## config.mk

```make
export PLATFORM = sky130hd
export DESIGN_NAME = icc_channel
export DESIGN_NICKNAME = d
export VERILOG_FILES = /design/src/inc/icc_pkg.sv /design/src/logic/icc_channel.sv
export VERILOG_INCLUDE_DIRS = /design/src /design/src/inc
export SDC_FILE = /design/constraint.sdc
export NUM_CORES = 1
export LEC_CHECK = 0
export BUFFER_PORTS_ARGS = -buffer_cell sky130_fd_sc_hd__buf_2
export CORE_MARGIN = 2
export CORE_UTILIZATION = 56
export DETAILED_ROUTE_END_ITERATION = 10
export GPL_ROUTABILITY_DRIVEN = 1
export MAX_ROUTING_LAYER = met4
export PLACE_DENSITY = 0.89
export SLEW_MARGIN = 20
export SYNTH_ARGS = -nofsm -noshare
export SYNTH_HDL_FRONTEND = slang
export SYNTH_SLANG_ARGS = --single-unit
```

## constraint.sdc

```tcl
create_clock -name CLK_SYS -period 3.3 [get_ports CLK_SYS]
set_input_delay 0.495 -clock CLK_SYS [delete_from_list [all_inputs] [get_ports CLK_SYS]]
set_output_delay 0.495 -clock CLK_SYS [all_outputs]
set_load 0.02 [all_outputs]
```

## src/inc/icc_consts.svh

```systemverilog
// Offsets, field positions, reset values and counts of the capture channel
`ifndef ICC_CONSTS_SVH
`define ICC_CONSTS_SVH
`define ICC_OFS_CTRL   8'h00
`define ICC_OFS_BUF    8'h04
`define ICC_OFS_STAT   8'h08
`define ICC_OFS_MASK   8'h0C
`define ICC_B_SIDL     13
`define ICC_B_TMR      7
`define ICC_B_CPI      5
`define ICC_B_OV       4
`define ICC_B_BNE      3
`define ICC_B_MODE     0
`define ICC_S_CAP      0
`define ICC_S_OV       1
`define ICC_S_PIN      2
`define ICC_CTRL_RST   7'h00
`define ICC_STAT_RST   3'h0
`define ICC_MASK_RST   3'h0
`define ICC_M_OFF      3'h0
`define ICC_M_EDGE     3'h1
`define ICC_M_FALL     3'h2
`define ICC_M_RISE     3'h3
`define ICC_M_DIV4     3'h4
`define ICC_M_DIV16    3'h5
`define ICC_M_UNUSED   3'h6
`define ICC_M_PININT   3'h7
`define ICC_DIV4_LAST  4'h3
`define ICC_DIV16_LAST 4'hF
`define ICC_FIFO_DEPTH 4
`endif

```

## src/inc/icc_pkg.sv

```systemverilog
// Types shared by the capture channel
package icc_pkg;
    typedef struct packed {
        logic [7:0]  addr;
        logic [15:0] wdata;
        logic        wr;
        logic        rd;
    } icc_bus_req_s;
    typedef struct packed {
        logic       idle_stop_select;
        logic       timebase_select;
        logic [1:0] captures_per_interrupt;
        logic [2:0] capture_mode_select;
    } icc_ctrl_s;
    typedef logic [2:0] icc_stat_t;
endpackage : icc_pkg

```

## src/logic/icc_channel.sv

```systemverilog
// Input capture channel with four-entry buffer, register port and interrupt
//
// Chosen here: strobed register access and the placing of the registers.
`timescale 1ns/1ps
`include "icc_consts.svh"

module icc_channel #(
    parameter int DEPTH = `ICC_FIFO_DEPTH
) (
    input  wire logic                 CLK_SYS,
    input  wire logic                 RST,
    input  wire icc_pkg::icc_bus_req_s BUS,
    output logic [15:0]               RDATA,
    input  wire logic                 CAPTURE_INPUT_PIN,
    input  wire logic [15:0]          TIMER_TWO_COUNT,
    input  wire logic [15:0]          TIMER_THREE_COUNT,
    input  wire logic                 CPU_IDLE,
    input  wire logic                 CPU_SLEEP,
    output logic                      IRQ,
    output logic                      WAKE
);
    import icc_pkg::*;

    localparam int PW = $clog2(DEPTH);
    localparam int CW = $clog2(DEPTH + 1);

    icc_ctrl_s    ctrl;
    icc_stat_t    stat;
    icc_stat_t    mask;
    icc_stat_t    set_evt;
    logic [2:0]   mode;
    logic         pin_s1;
    logic         pin_s2;
    logic         pin_d;
    logic         rise;
    logic         fall;
    logic         cpu_low;
    logic         halted;
    logic         mode_off;
    logic         wr_ctrl;
    logic         wr_stat;
    logic         wr_mask;
    logic         rd_buf;
    logic [3:0]   pre_cnt;
    logic         pre_last;
    logic         hit;
    logic         cap_evt;
    logic         push;
    logic         pop;
    logic         full;
    logic         not_empty;
    logic [15:0]  tstamp;
    logic [15:0]  head;
    logic [15:0]  mem [DEPTH];
    logic [PW-1:0] wp;
    logic [PW-1:0] rp;
    logic [CW-1:0] cnt;
    logic         ov;
    logic [1:0]   ici_cnt;
    logic         cap_irq;
    logic         pin_evt;
    logic [15:0]  ctrl_view;

    // Two-flop synchroniser, third flop only for edge detection
    always_ff @(posedge CLK_SYS or posedge RST) begin
        if (RST) begin
            pin_s1 <= 1'b0;
            pin_s2 <= 1'b0;
            pin_d  <= 1'b0;
        end else begin
            pin_s1 <= CAPTURE_INPUT_PIN;
            pin_s2 <= pin_s1;
            pin_d  <= pin_s2;
        end
    end

    // Edge and power-state decode
    assign rise     = pin_s2 & ~pin_d;
    assign fall     = ~pin_s2 & pin_d;
    assign cpu_low  = CPU_IDLE | CPU_SLEEP;
    assign mode     = ctrl.capture_mode_select;
    assign halted   = ctrl.idle_stop_select & CPU_IDLE;
    assign mode_off = (mode == `ICC_M_OFF) || (mode == `ICC_M_UNUSED);

    // Register port address decode
    assign wr_ctrl = BUS.wr && (BUS.addr == `ICC_OFS_CTRL);
    assign wr_stat = BUS.wr && (BUS.addr == `ICC_OFS_STAT);
    assign wr_mask = BUS.wr && (BUS.addr == `ICC_OFS_MASK);
    assign rd_buf  = BUS.rd && (BUS.addr == `ICC_OFS_BUF);

    // Control register; unimplemented and read-only bits not stored
    always_ff @(posedge CLK_SYS or posedge RST) begin
        if (RST) begin
            ctrl <= `ICC_CTRL_RST;
        end else if (wr_ctrl) begin
            ctrl.idle_stop_select       <= BUS.wdata[`ICC_B_SIDL];
            ctrl.timebase_select        <= BUS.wdata[`ICC_B_TMR];
            ctrl.captures_per_interrupt <= BUS.wdata[`ICC_B_CPI +: 2];
            ctrl.capture_mode_select    <= BUS.wdata[`ICC_B_MODE +: 3];
        end
    end

    // Rising-edge prescaler; restarted by any control write
    assign pre_last = ((mode == `ICC_M_DIV4) && (pre_cnt == `ICC_DIV4_LAST))
                   || ((mode == `ICC_M_DIV16) && (pre_cnt == `ICC_DIV16_LAST));
    always_ff @(posedge CLK_SYS or posedge RST) begin
        if (RST) begin
            pre_cnt <= 4'h0;
        end else if (wr_ctrl || mode_off) begin
            pre_cnt <= 4'h0;
        end else if (!halted && rise &&
                     ((mode == `ICC_M_DIV4) || (mode == `ICC_M_DIV16))) begin
            pre_cnt <= pre_last ? 4'h0 : 4'(pre_cnt + 4'h1);
        end
    end

    // Capture event per mode
    always_comb begin
        case (mode)
            `ICC_M_EDGE:  hit = rise | fall;
            `ICC_M_FALL:  hit = fall;
            `ICC_M_RISE:  hit = rise;
            `ICC_M_DIV4:  hit = rise & pre_last;
            `ICC_M_DIV16: hit = rise & pre_last;
            default:      hit = 1'b0;
        endcase
    end
    assign cap_evt = hit & ~halted;

    // Buffer bookkeeping; a full buffer drops the new value
    assign full      = (cnt == CW'(DEPTH));
    assign not_empty = (cnt != '0);
    assign push      = cap_evt & ~full;
    assign pop       = rd_buf & not_empty;
    assign tstamp    = ctrl.timebase_select ? TIMER_TWO_COUNT
                                            : TIMER_THREE_COUNT;
    assign head      = mem[rp];

    // Capture storage, data only so no reset
    always_ff @(posedge CLK_SYS) begin
        if (push) begin
            mem[wp] <= tstamp;
        end
    end

    // Pointers wrap naturally, so depth must be a power of two
    always_ff @(posedge CLK_SYS or posedge RST) begin
        if (RST) begin
            wp  <= '0;
            rp  <= '0;
            cnt <= '0;
        end else if (mode_off) begin
            wp  <= '0;
            rp  <= '0;
            cnt <= '0;
        end else begin
            if (push) begin
                wp <= PW'(wp + 1'b1);
            end
            if (pop) begin
                rp <= PW'(rp + 1'b1);
            end
            cnt <= CW'(cnt + CW'(push) - CW'(pop));
        end
    end

    // Overflow flag, cleared only by turning the channel off
    always_ff @(posedge CLK_SYS or posedge RST) begin
        if (RST) begin
            ov <= 1'b0;
        end else if (mode_off) begin
            ov <= 1'b0;
        end else if (cap_evt && full) begin
            ov <= 1'b1;
        end
    end

    // Captures-per-interrupt counter; bypassed in every-edge mode
    assign cap_irq = push && ((mode == `ICC_M_EDGE) ||
                     (ici_cnt == ctrl.captures_per_interrupt));
    always_ff @(posedge CLK_SYS or posedge RST) begin
        if (RST) begin
            ici_cnt <= 2'h0;
        end else if (wr_ctrl || mode_off) begin
            ici_cnt <= 2'h0;
        end else if (push && (mode != `ICC_M_EDGE)) begin
            ici_cnt <= (ici_cnt == ctrl.captures_per_interrupt) ?
                       2'h0 : 2'(ici_cnt + 2'h1);
        end
    end

    // Pin-interrupt mode only listens while the CPU is asleep or idle
    assign pin_evt = (mode == `ICC_M_PININT) && rise && cpu_low;

    // Wake request pulse
    always_ff @(posedge CLK_SYS or posedge RST) begin
        if (RST) begin
            WAKE <= 1'b0;
        end else begin
            WAKE <= pin_evt | (cap_irq & cpu_low);
        end
    end

    // Sticky status, set beats a same-cycle write-one clear
    always_comb begin
        set_evt = '0;
        set_evt[`ICC_S_CAP] = cap_irq;
        set_evt[`ICC_S_OV]  = cap_evt & full;
        set_evt[`ICC_S_PIN] = pin_evt;
    end
    always_ff @(posedge CLK_SYS or posedge RST) begin
        if (RST) begin
            stat <= `ICC_STAT_RST;
        end else begin
            stat <= set_evt | (stat & ~(wr_stat ? BUS.wdata[2:0] : 3'h0));
        end
    end

    // Mask register
    always_ff @(posedge CLK_SYS or posedge RST) begin
        if (RST) begin
            mask <= `ICC_MASK_RST;
        end else if (wr_mask) begin
            mask <= BUS.wdata[2:0];
        end
    end

    // Level interrupt, registered so it lags status by one cycle
    always_ff @(posedge CLK_SYS or posedge RST) begin
        if (RST) begin
            IRQ <= 1'b0;
        end else begin
            IRQ <= |(stat & mask);
        end
    end

    // Control readback; unused bits stay zero
    always_comb begin
        ctrl_view = 16'h0000;
        ctrl_view[`ICC_B_SIDL]       = ctrl.idle_stop_select;
        ctrl_view[`ICC_B_TMR]        = ctrl.timebase_select;
        ctrl_view[`ICC_B_CPI +: 2]   = ctrl.captures_per_interrupt;
        ctrl_view[`ICC_B_OV]         = ov;
        ctrl_view[`ICC_B_BNE]        = not_empty;
        ctrl_view[`ICC_B_MODE +: 3]  = mode;
    end

    // Read data valid only in the cycle after the strobe
    always_ff @(posedge CLK_SYS or posedge RST) begin
        if (RST) begin
            RDATA <= 16'h0000;
        end else if (!BUS.rd) begin
            RDATA <= 16'h0000;
        end else if (BUS.addr == `ICC_OFS_CTRL) begin
            RDATA <= ctrl_view;
        end else if (BUS.addr == `ICC_OFS_BUF) begin
            RDATA <= not_empty ? head : 16'h0000;
        end else if (BUS.addr == `ICC_OFS_STAT) begin
            RDATA <= {13'h0000, stat};
        end else if (BUS.addr == `ICC_OFS_MASK) begin
            RDATA <= {13'h0000, mask};
        end else begin
            RDATA <= 16'h0000;
        end
    end
endmodule : icc_channel

```

== Word-level counts from Yosys, hierarchy flattened ==
Memory sizes are Yosys's and may differ from the RTL's.
Cells that the tools add are included.
Widths: inputs -> output; s select.
Word-level totals
  register bits after elaboration: 48
  RAM bits: 64
  bits of input ports: 63
  output and inout bits: 18
  logic and storage cells: 113
  memories kept: 1
Operators by class
  add/sub/neg operators: 6
  equality and inequality tests: 15
  muxes and demuxes: 24
  bitwise logic cells: 20
  reductions and logical operators: 29
Memories
  mem: depth 4, bits a word 16, read ports 1, clocked after memory_dff 0, write ports 1, RTL line icc_channel.sv:54  | logic [15:0] mem [DEPTH];
Operator list (count)
  $mux 16: 5
  $eq 8x4->1 const B: 2
  $eq 3x3->1 const B: 5
  $mux 2: 7
  $logic_and 1x1->1: 13
  $mux 3: 4
  $mux 4: 3
  $reduce_bool 2->1: 5
  $and 1x1->1: 9
  $eq 8x3->1 const B: 1
  $logic_not 8->1: 1
  $add 2x1->2 const B: 3
  $and 3x3->3: 2
  $eq 3x2->1 const B: 2
  $logic_or 1x1->1: 5
  $add 4x1->4 const B: 1
  $eq 4x2->1 const B: 1
  $eq 4x4->1 const B: 1
  $mux 1: 4
  $not 1->1: 4
  $pmux 1 s4: 1
  $add 3x1->3: 1
  $eq 3x1->1 const B: 1
  $logic_not 3->1: 1
  other kinds (10): 12

== Logic depth before layout (Yosys ltp) ==
Gate-level depths: netlist (run 1).
  depth after elaboration: 10
  gate-level depth with buffers: 13

== Worst setup path after synthesis (run 1) ==
Ideal clock, no wire load.
  path type: input port to flip-flop
  from: in BUS[23] (netlist name)
  to: reg cnt[2]
  library setup time: 142 ps
  arrival: 2821 ps
  required time: 3158 ps
  setup slack: 336 ps
  stages on the path: 12
  path buffers: 0
  path through: or4_1 > nor4_1 > nand3_1 > inv_1 > ha_1 > inv_1 > ha_1 > inv_1 > fa_1 > xor2_1 > xnor2_1 > nor2_1
Between the ends
  longest elaborated chain between the ends: 5
RTL lines
  from (decl): RTL line icc_channel.sv:12  | input wire icc_pkg::icc_bus_req_s BUS,
  $eq 8x3->1 (no source line)
  $logic_and 1x1->1: RTL line icc_channel.sv:89  | assign rd_buf = BUS.rd && (BUS.addr == `ICC_OFS_BUF);
  $and 1x1->1: RTL line icc_channel.sv:134  | assign pop = rd_buf & not_empty;
  $sub 3x1->3: RTL line icc_channel.sv:163  | cnt <= CW'(cnt + CW'(push) - CW'(pop));
  $mux 3: RTL line icc_channel.sv:152  | end else if (mode_off) begin
  to (signal assigned): RTL line icc_channel.sv:163
  to (decl): RTL line icc_channel.sv:57  | logic [CW-1:0] cnt;
Every way passes these cells.
A chain may end at the register's enable or synchronous reset.

== Final worst setup path (run 1) ==
  from: reg ctrl, in the netlist mode[0]
  to: reg cnt[2]
Between the ends
  longest elaborated chain between the ends: 10
  elaborated cells on any way between the ends: 19
RTL lines
  from (decl): RTL line icc_channel.sv:27  | icc_ctrl_s ctrl;
  from (signal assigned): RTL line icc_channel.sv:94  | ctrl <= `ICC_CTRL_RST;
  $eq 3x3->1: RTL line icc_channel.sv:119  | case (mode)
  $logic_and 1x1->1, on equally long branches: RTL line icc_channel.sv:104, icc_channel.sv:105
  $logic_or 1x1->1: RTL line icc_channel.sv:104  | assign pre_last = ((mode == `ICC_M_DIV4) && (pre_cnt == `ICC_DIV4_LAST))
  $and 1x1->1: RTL line icc_channel.sv:123, icc_channel.sv:124
  $pmux 1 s4: RTL line icc_channel.sv:119
  $and 1x1->1: RTL line icc_channel.sv:128  | assign cap_evt = hit & ~halted;
  $and 1x1->1: RTL line icc_channel.sv:133  | assign push = cap_evt & ~full;
  $add 3x1->3: RTL line icc_channel.sv:163
  $sub 3x1->3: RTL line icc_channel.sv:163
  $mux 3 *: RTL line icc_channel.sv:152
Every way passes the cells marked *; elsewhere a longest branch is shown, timed or not.

==> results of run 1 <==
per-layer routing:
| layer | vias to the layer above | share of wire [%] | global-route usage (%) |
|---|---|---|---|
| li1 | 1379 | - | - |
| met1 | 1527 | 40 | 26.97 |
| met2 | 144 | 51 | 35.52 |
| met3 | 19 | 6.9 | 5.036 |
| met4 | 0 | 2.2 | 8.234 |
| met5 | - | 0 | - |
per-stage QoR:
stage / util, % / hold slack [ps] / power, mW
finish: 66.82 / 221.0 / 3.083
global route: 66.82 / 208.4 / 3.237
floorplan: - / 331.2 / 2.119
global placement: 64.39 / 334.7 / 2.240
CTS: 66.80 / 210.5 / 3.093
detailed placement: 64.39 / 341.9 / 2.288
logic make-up (layout without fill, tap and decap cells):
kind of cell	Yosys count	after routing	synth area share [%]
xor+xnor	6	6	1.082
simple gates	91	91	9.995
flops	112	112	64.30
compound gates	38	38	5.538
buf+inv	35	116	2.936
mux	42	42	13.42
fa+ha+maj	10	10	2.731
critical path: cells and delay by family (launching register included):
family | cells | cell delay [ps]
and+or+nand+nor | 5 | 1090
DFF | 1 | 490
xor gates and xnor gates | 2 | 330
adders and majority gates | 2 | 550
buffers and inverters | 2 | 250
power by group:
group,switching (mW),leakage (nW),internal (mW)
clock network,0.462,0.0993,0.362
logic,0.261,1.04,0.240
registers,0.108,1.20,1.65
total,0.831,2.34,2.25
synthesized netlist by cell type (all sizes together) (2+ instances only):
library cell / n / area share [%]
a31oi: 5 / 0.64
dfrtp: 48 / 25
and2: 5 / 0.64
nand2: 15 / 1.2
mux2: 25 / 5.8
xor2: 5 / 0.90
a32oi: 5 / 0.90
ha: 9 / 2.3
buf: 6 / 0.70
clkbuf: 9 / 0.70
or2: 4 / 0.52
mux4: 16 / 7.4
nand4: 4 / 0.52
inv: 20 / 1.5
or3: 6 / 0.88
nor3: 6 / 0.62
nand3: 7 / 0.72
and3: 2 / 0.36
a32o: 2 / 0.41
nor2b: 14 / 1.8
o211a: 3 / 0.62
o21ai: 8 / 0.82
nor4: 2 / 0.26
a21o: 2 / 0.31
edfxtp: 64 / 40
nand2b: 3 / 0.39
a21oi: 8 / 0.82
nor2: 19 / 1.5
cell usage in the layout, fill, tap and decap left out, types with 2 or more instances in the layout:
| cell type | n |
|---|---|
| buf_4 | 9 |
| nand4_1 | 4 |
| a32o_1 | 2 |
| ha_1 | 9 |
| a21o_1 | 2 |
| and2_1 | 5 |
| nand2_1 | 15 |
| buf_2 | 71 |
| o211a_1 | 3 |
| or2_2 | 4 |
| nor2b_1 | 14 |
| nand3_1 | 7 |
| clkbuf_8 | 9 |
| nor4_1 | 2 |
| nor3_1 | 6 |
| edfxtp_1 | 64 |
| xor2_1 | 5 |
| mux4_2 | 16 |
| nand2b_1 | 3 |
| mux2_2 | 25 |
| a31oi_1 | 5 |
| inv_6 | 2 |
| a32oi_1 | 5 |
| o21ai_0 | 8 |
| dfrtp_1 | 48 |
| or3_1 | 5 |
| nor2_1 | 19 |
| inv_1 | 19 |
| a21oi_1 | 8 |
state kept, by name (all words and copies together) (netlist names), 2 cells and up:
signal and count:
cnt 3, stat 3, rp 2, mode 3
mem 64, pre_cnt 4, wp 2, ctrl 4
ici_cnt 2, mask 3, RDATA 16
final timing paths:
kind	endpoint	depth (start not counted)
max	cnt[2]$_DFF_PP0_	11
min	pin_s1$_DFF_PP0_	1
max reg2reg	cnt[2]$_DFF_PP0_	11
min reg2reg	pin_s2$_DFF_PP0_	0
max in group asynchronous	wp[1]$_DFFE_PP0P_	2
min in group asynchronous	cnt[0]$_DFF_PP0_	2
area by class of cell:
class / instances / share of cell area [%]
multi-input combinational: 187 / 28.70
clock inverter: 6 / 1.309
clock buffer: 10 / 2.301
timing repair buffer: 80 / 7.626
sequential: 112 / 56.32
inverter: 20 / 1.376
tap: 105 / 2.369
==> summary.txt, run 1 <==
Final layout
  – # nets final: 483
  – Multi-input logic area: 1592 µm²
  – Filler Cell Count: around 580
  – Final Cell Area: 5545 µm²
  – Share of cells above drive strength 1: 34.70%
  – Layout Cells excl Fill: 520
  – N_diodes: 0
  – Synth-to-layout area growth: 14.17%
  – Register area: roughly 3100 µm²

Routing
  – Starting DRT DRC Count: 262
  – Final wirelength: ~9.5 mm
  – Vias per std cell: ~6
  – Avg WL per Cell: approximately 18 µm
  – Post-route ant nets: 0
  – Drt pass-1 iters: 5
  – Number of vias in the routed layout: ~3100
  – DRC errors left: 0

Clock tree
  – CTS Buffer Depth: 2
  – Cts hold-fix bufs: 0
  – CTS resizes: 0
  – CTS tree: built
  – Clock transition at path regs: ~100 ps
  – CTS H-Tree Depth: 3
  – TritonCTS Sinks: between 100 and 150
  – Worst skew pair latency: 370 ps
  – Root buf cell: clkbuf_8
  – CTS buffer count: 9
  – Postcts setup bufs: 0

Logic synthesis
  – Post-synth EDFFs: 64
  – Asr flop ratio synth: between 40% and 50%
  – Post-synthesis average cell area: 14.54 µm²
  – Top FF cell, synth: edfxtp_1
  – Sequential area share after synthesis: approximately 64%
  – Total number of yosys warnings: 0
  – Synthesized instance count: around 330
  – Synthesized area: just under 5000 µm²
  – Number of synthesized register bits: between 100 and 150
  – Syn Nets: a little over 400
  – Unique masters post-synth: between 40 and 50

Setup path
  – Worst path max stage delay: between 400 and 500 ps
  – CP Capture Type: flip-flop
  – WP data arrival: ~3100 ps
  – Critical Path RT: ~3600 ps
  – Worst path slowest cell: dfrtp_1
  – Critical Path Start Type: flip-flop
  – Cell Chain, Critical Path: or3_1, or3_1, nand3_1, nand2b_1, inv_1, ha_1, inv_1, fa_1, xor2_1, xnor2_1, nor2_1
  – CP Class: reg2reg
  – Flop-to-flop setup slack: 500 ps
  – CP Max Fanout: 10
  – Worst reg2reg path startpoint: mode[0]$_DFFE_PP0P_
  – Worst setup startpoint: mode[0]$_DFFE_PP0P_

Floorplanning
  – Chip width: around 97 µm
  – Die Height: roughly 97 µm
  – I/O Pins: 81
  – Core area: about 8300 µm²
  – Die area: about 9400 µm²
  – Starting density of the core: 58.53%
  – Std-Cell Rows: 33

Placed design
  – Buffers added on ports: between 70 and 80
  – Post-DP Area: between 5000 and 6000 µm²
  – Final GP Congestion: between 0.8 and 0.9
  – Place WS: 217.9 ps
  – Detailed Place HPWL: roughly 6.5 mm
  – Placed insts: 504

GRT
  – Largest net degree at the start of global routing: 49
  – Initial antenna violation count: 0
  – Grt ovf: 0
  – Total GRT Usage: between 20% and 30%
  – First-pass GRT wire length: 15.58 mm
  – Vias in the first global route: between 3000 and 4000

STA
  – Layout Skew: about 12 ps
  – Highest clock rate: ~360 MHz
  – Fin crit period: between 2000 and 3000 ps
  – Final Hold Viols: 0
  – Setup ws final: just over 500 ps
  – Setup-failing EPs final: 0
  – RSZ-0062 raised after global routing: no
  – Share of the clock period used by the worst path: 84.76%
  – Max_slew headroom: 44.55%
  – Post-route setup TNS: 0 ps
  – Worst Max-Slew Pin Slew: 830.8 ps
  – Final slew viol count: 0

Run
  – Max-capacitance violation count: 0

Power and ir drop
  – Leak Pwr: 2.345 nW
  – Worst vdd ir: 252.9 µV
  – Cell area power density: roughly 560 nW/µm²

Hold path
  – Hold wc startpoint: CAPTURE_INPUT_PIN
  – HP Class: in2reg

Run status
  – Outcome: finished clean
Note: power is estimated with default switching activity, not from simulation.
==> inputs of run 2 (changes only) <==
==> constraint.sdc (replaced) <==
create_clock -name CLK_SYS -period 2.7 [get_ports CLK_SYS]
set_input_delay 0.405 -clock CLK_SYS [delete_from_list [all_inputs] [get_ports CLK_SYS]]
set_output_delay 0.405 -clock CLK_SYS [all_outputs]
set_load 0.02 [all_outputs]
==> run 2 against run 1 <==
Clock-buffer cell count is 1 higher. Final area is 1.7% higher. Clock skew is 3.4 ps higher. Wire length is 1.7% lower. Highest routed layer unchanged.
==> summary.txt, run 2 (synthesized netlist as in run 1, its figures left out) <==
Setup path
  – Worst path slowest cell: or4_4
  – CP delay by family, top: simple AND/OR/NAND/NOR gates
  – Critical Path Stages: 13 (+2)
  – WP data arrival: 2760 ps (-310 ps)
  – Most frequent CP cell: inv_1
  – CP Class: in2reg
  – Crit path buf inv count: 4 (+2)
  – Worst path max stage delay: 560 ps (+70 ps)
  – Reg2Reg Depth: 11 (unchanged)
  – Critical Path Start Type: input port
  – Critical Path RT: 2960 ps (-610 ps)
  – CP Capture Type: flip-flop
  – CP Max Fanout: 3 (-7)
  – Cell Chain, Critical Path: buf_2, or4_4, nor4_4, nand3_2, inv_1, ha_1, inv_1, ha_1, inv_1, fa_2, xor2_1, xnor2_1, nor2_1

Routing
  – Drt pass-1 iters: 4 (-1)
  – Vias per std cell: 5.674 (-3.9%)
  – Starting DRT DRC Count: 157 (-40%)
  – DRC errors left: 0 (unchanged)
  – Final wirelength: 9.294 mm (-1.7%)
  – Avg WL per Cell: 17.60 µm (-3.2%)
  – Number of vias in the routed layout: 2996 (-2.4%)
  – Post-route ant nets: 0 (unchanged)

GRT
  – Largest net degree at the start of global routing: 49 (unchanged)
  – Grt ovf: 0 (unchanged)
  – Initial antenna violation count: 0 (unchanged)
  – Vias in the first global route: 3176 (-0.25%)
  – Total GRT Usage: 21.81% (about the same)
  – First-pass GRT wire length: 15.79 mm (+1.3%)

Power and ir drop
  – Switching fraction of total power: 26.75% (-0.20 points)
  – Clk pwr share: 26.4% (-0.3 points)
  – Leak Pwr: 2.387 nW (+1.8%)
  – Total power: 3.782 mW (+23%)
  – Cell area power density: 670.4 nW/µm² (+21%)
  – Logic pwr share: 17.0% (+0.8 points)
  – Pint: 2.770 mW (+23%)
  – Worst vdd ir: 325.7 µV (+29%)
  – Flop pwr share: 56.6% (-0.4 points)
  – Psw: 1.012 mW (+22%)

Clock tree
  – CTS Buffer Depth: 2 (unchanged)
  – CTS tree: built
  – Clock transition at path regs: 100 ps (about the same)
  – Root buf cell: clkbuf_8
  – CTS resizes: 0 (unchanged)
  – Worst skew pair latency: 370 ps (about the same)
  – CTS buffer count: 9 (unchanged)
  – CTS H-Tree Depth: 3 (unchanged)
  – TritonCTS Sinks: 112 (unchanged)

Final layout
  – Final core utilization: 67.98% (+1.2 points)
  – Filler Cell Count: 553 (-4.0%)
  – Multi-input logic area: 1618 µm² (+1.7%)
  – Synth-to-layout area growth: 16.15%
  – Register area: 3123 µm² (unchanged)
  – Register bank with the most flops: mem
  – Most frequent cells in the layout: 71 x buf_2, 64 x edfxtp_1, 48 x dfrtp_1, 25 x mux2_2
  – Layout Cells excl Fill: 528 (+1.5%)
  – Most common cell after layout, fill and taps aside: buf_2
  – Largest regs: mem x64, RDATA x16
  – Share of cells above drive strength 1: 36.64% (+1.9 points)
  – N_diodes: 0 (unchanged)
  – # nets final: 491 (+1.7%)
  – Largest register FFs: 64 (unchanged)

Placed design
  – Placed insts: 511 (+1.4%)
  – Detailed Place HPWL: 6.378 mm (-1.7%)
  – Place WS: -208.8 ps (-426.7 ps)
  – Final GP Congestion: 0.9591 (+8.8%)
  – Buffers added on ports: 71 (unchanged)

Hold path
  – HP Class: in2reg
  – Hold depth: 1 (unchanged)

Floorplanning
  – Chip width: 97.13 µm (unchanged)
  – Std-Cell Rows: 33 (unchanged)
  – Starting density of the core: 58.53% (unchanged)
  – Core area: 8299 µm² (unchanged)
  – Die area: 9434 µm² (unchanged)
  – Die Height: 97.13 µm (unchanged)
  – I/O Pins: 81 (unchanged)

STA
  – Final Hold Viols: 0 (unchanged)
  – Setup ws final: 195.3 ps (-307.8 ps)
  – Layout Skew: 14.95 ps (+3.431 ps)
  – Highest clock rate: about 400 MHz
  – RSZ-0062 raised after global routing: no
  – Max_slew headroom: 45.35% (+0.80 points)
  – Final slew viol count: 0 (unchanged)
  – Share of the clock period used by the worst path: 92.77%
  – Fin crit period: between 2000 and 3000 ps
  – Worst Max-Slew Pin Slew: 818.8 ps (-12.02 ps)
  – Setup-failing EPs final: 0 (unchanged)

Run status
  – Outcome: finished clean

Run
  – Max-capacitance violation count: 0 (unchanged)
## run 2: changes by cell type in the layout (fill, tap and decap cells not counted), sizes merged
cell    change
clkbuf      +1
inv         -1
buf         +8
## run 2: metrics by stage
| stage | setup TNS [ps] | hold WS [ps] | instance area, µm² |
|---|---|---|---|
| after floorplan | -86.38 | 331.2 | 4883 |
| after global placement | -115.2 | 337.0 | 5435 |
| after detailed placement | -253.1 | 336.5 | 5435 |
| after CTS | 0 | 123.2 | 5633 |
| after global routing | 0 | 118.9 | 5642 |
| final | 0 | 135.4 | 5642 |
## run 2: worst register-to-register path, cell delays in order, from the launching register on
cell and delay, ps:
dfrtp_1 400, or3_1 390, or3_1 350, nand3_1 160, nand2b_1 90, inv_1 90, ha_1 150, inv_1 50
fa_2 330, xor2_1 170, xnor2_1 160, nor2_1 50
## run 2: layer usage
metal / wire [µm] / vias to the layer above / global-route usage (%)
li1: - / 1405 / -
met1: 3816 / 1481 / 27.91
met2: 4777 / 94 / 35.04
met3: 516 / 16 / 5.036
met4: 184 / 0 / 7.042
met5: 0 / - / -
## run 2: layout make-up
cell class                      count  area share, %
Timing Repair Buffer               88          8.782
Clock buffer                       11          2.329
Multi-Input combinational cell    187          28.68
Sequential cell                   112          55.36
Inverter                           20          1.353
Tap cell                          105          2.329
Clock inverter                      5          1.175
## run 2: power by group through the flow
stage | Clock (mW) | Sequential (mW) | Combinational, mW
3_3_place_gp | 0 | 2.16 | 0.607
3_5_place_dp | 0 | 2.18 | 0.644
2_1_floorplan | 0 | 2.13 | 0.463
4_1_cts | 1.02 | 2.14 | 0.647
5_1_grt | 1.08 | 2.16 | 0.723
6_report | 0.999 | 2.14 | 0.641
## run 2: worst paths after layout
| kind | start | to | slack [ps] |
|---|---|---|---|
| worst max-delay path | BUS[23] | cnt[2]$_DFF_PP0_ | 200 |
| worst min-delay path | CAPTURE_INPUT_PIN | pin_s1$_DFF_PP0_ | 140 |
| worst max register to register | pre_cnt[2]$_DFFE_PP0P_ | cnt[2]$_DFF_PP0_ | 200 |
| worst min register to register | pin_s1$_DFF_PP0_ | pin_s2$_DFF_PP0_ | 360 |
| max in group asynchronous | RST | ctrl[5]$_DFFE_PP0P_ | 2040 |
| min in group asynchronous | RST | cnt[1]$_DFF_PP0_ | 160 |
## run 2: timing repair
action	in CTS	in global routing
endpoints found under the setup margin	0	1
buffers inserted	0	1
hold buffers	0	0
hold endpoints to repair	0	0
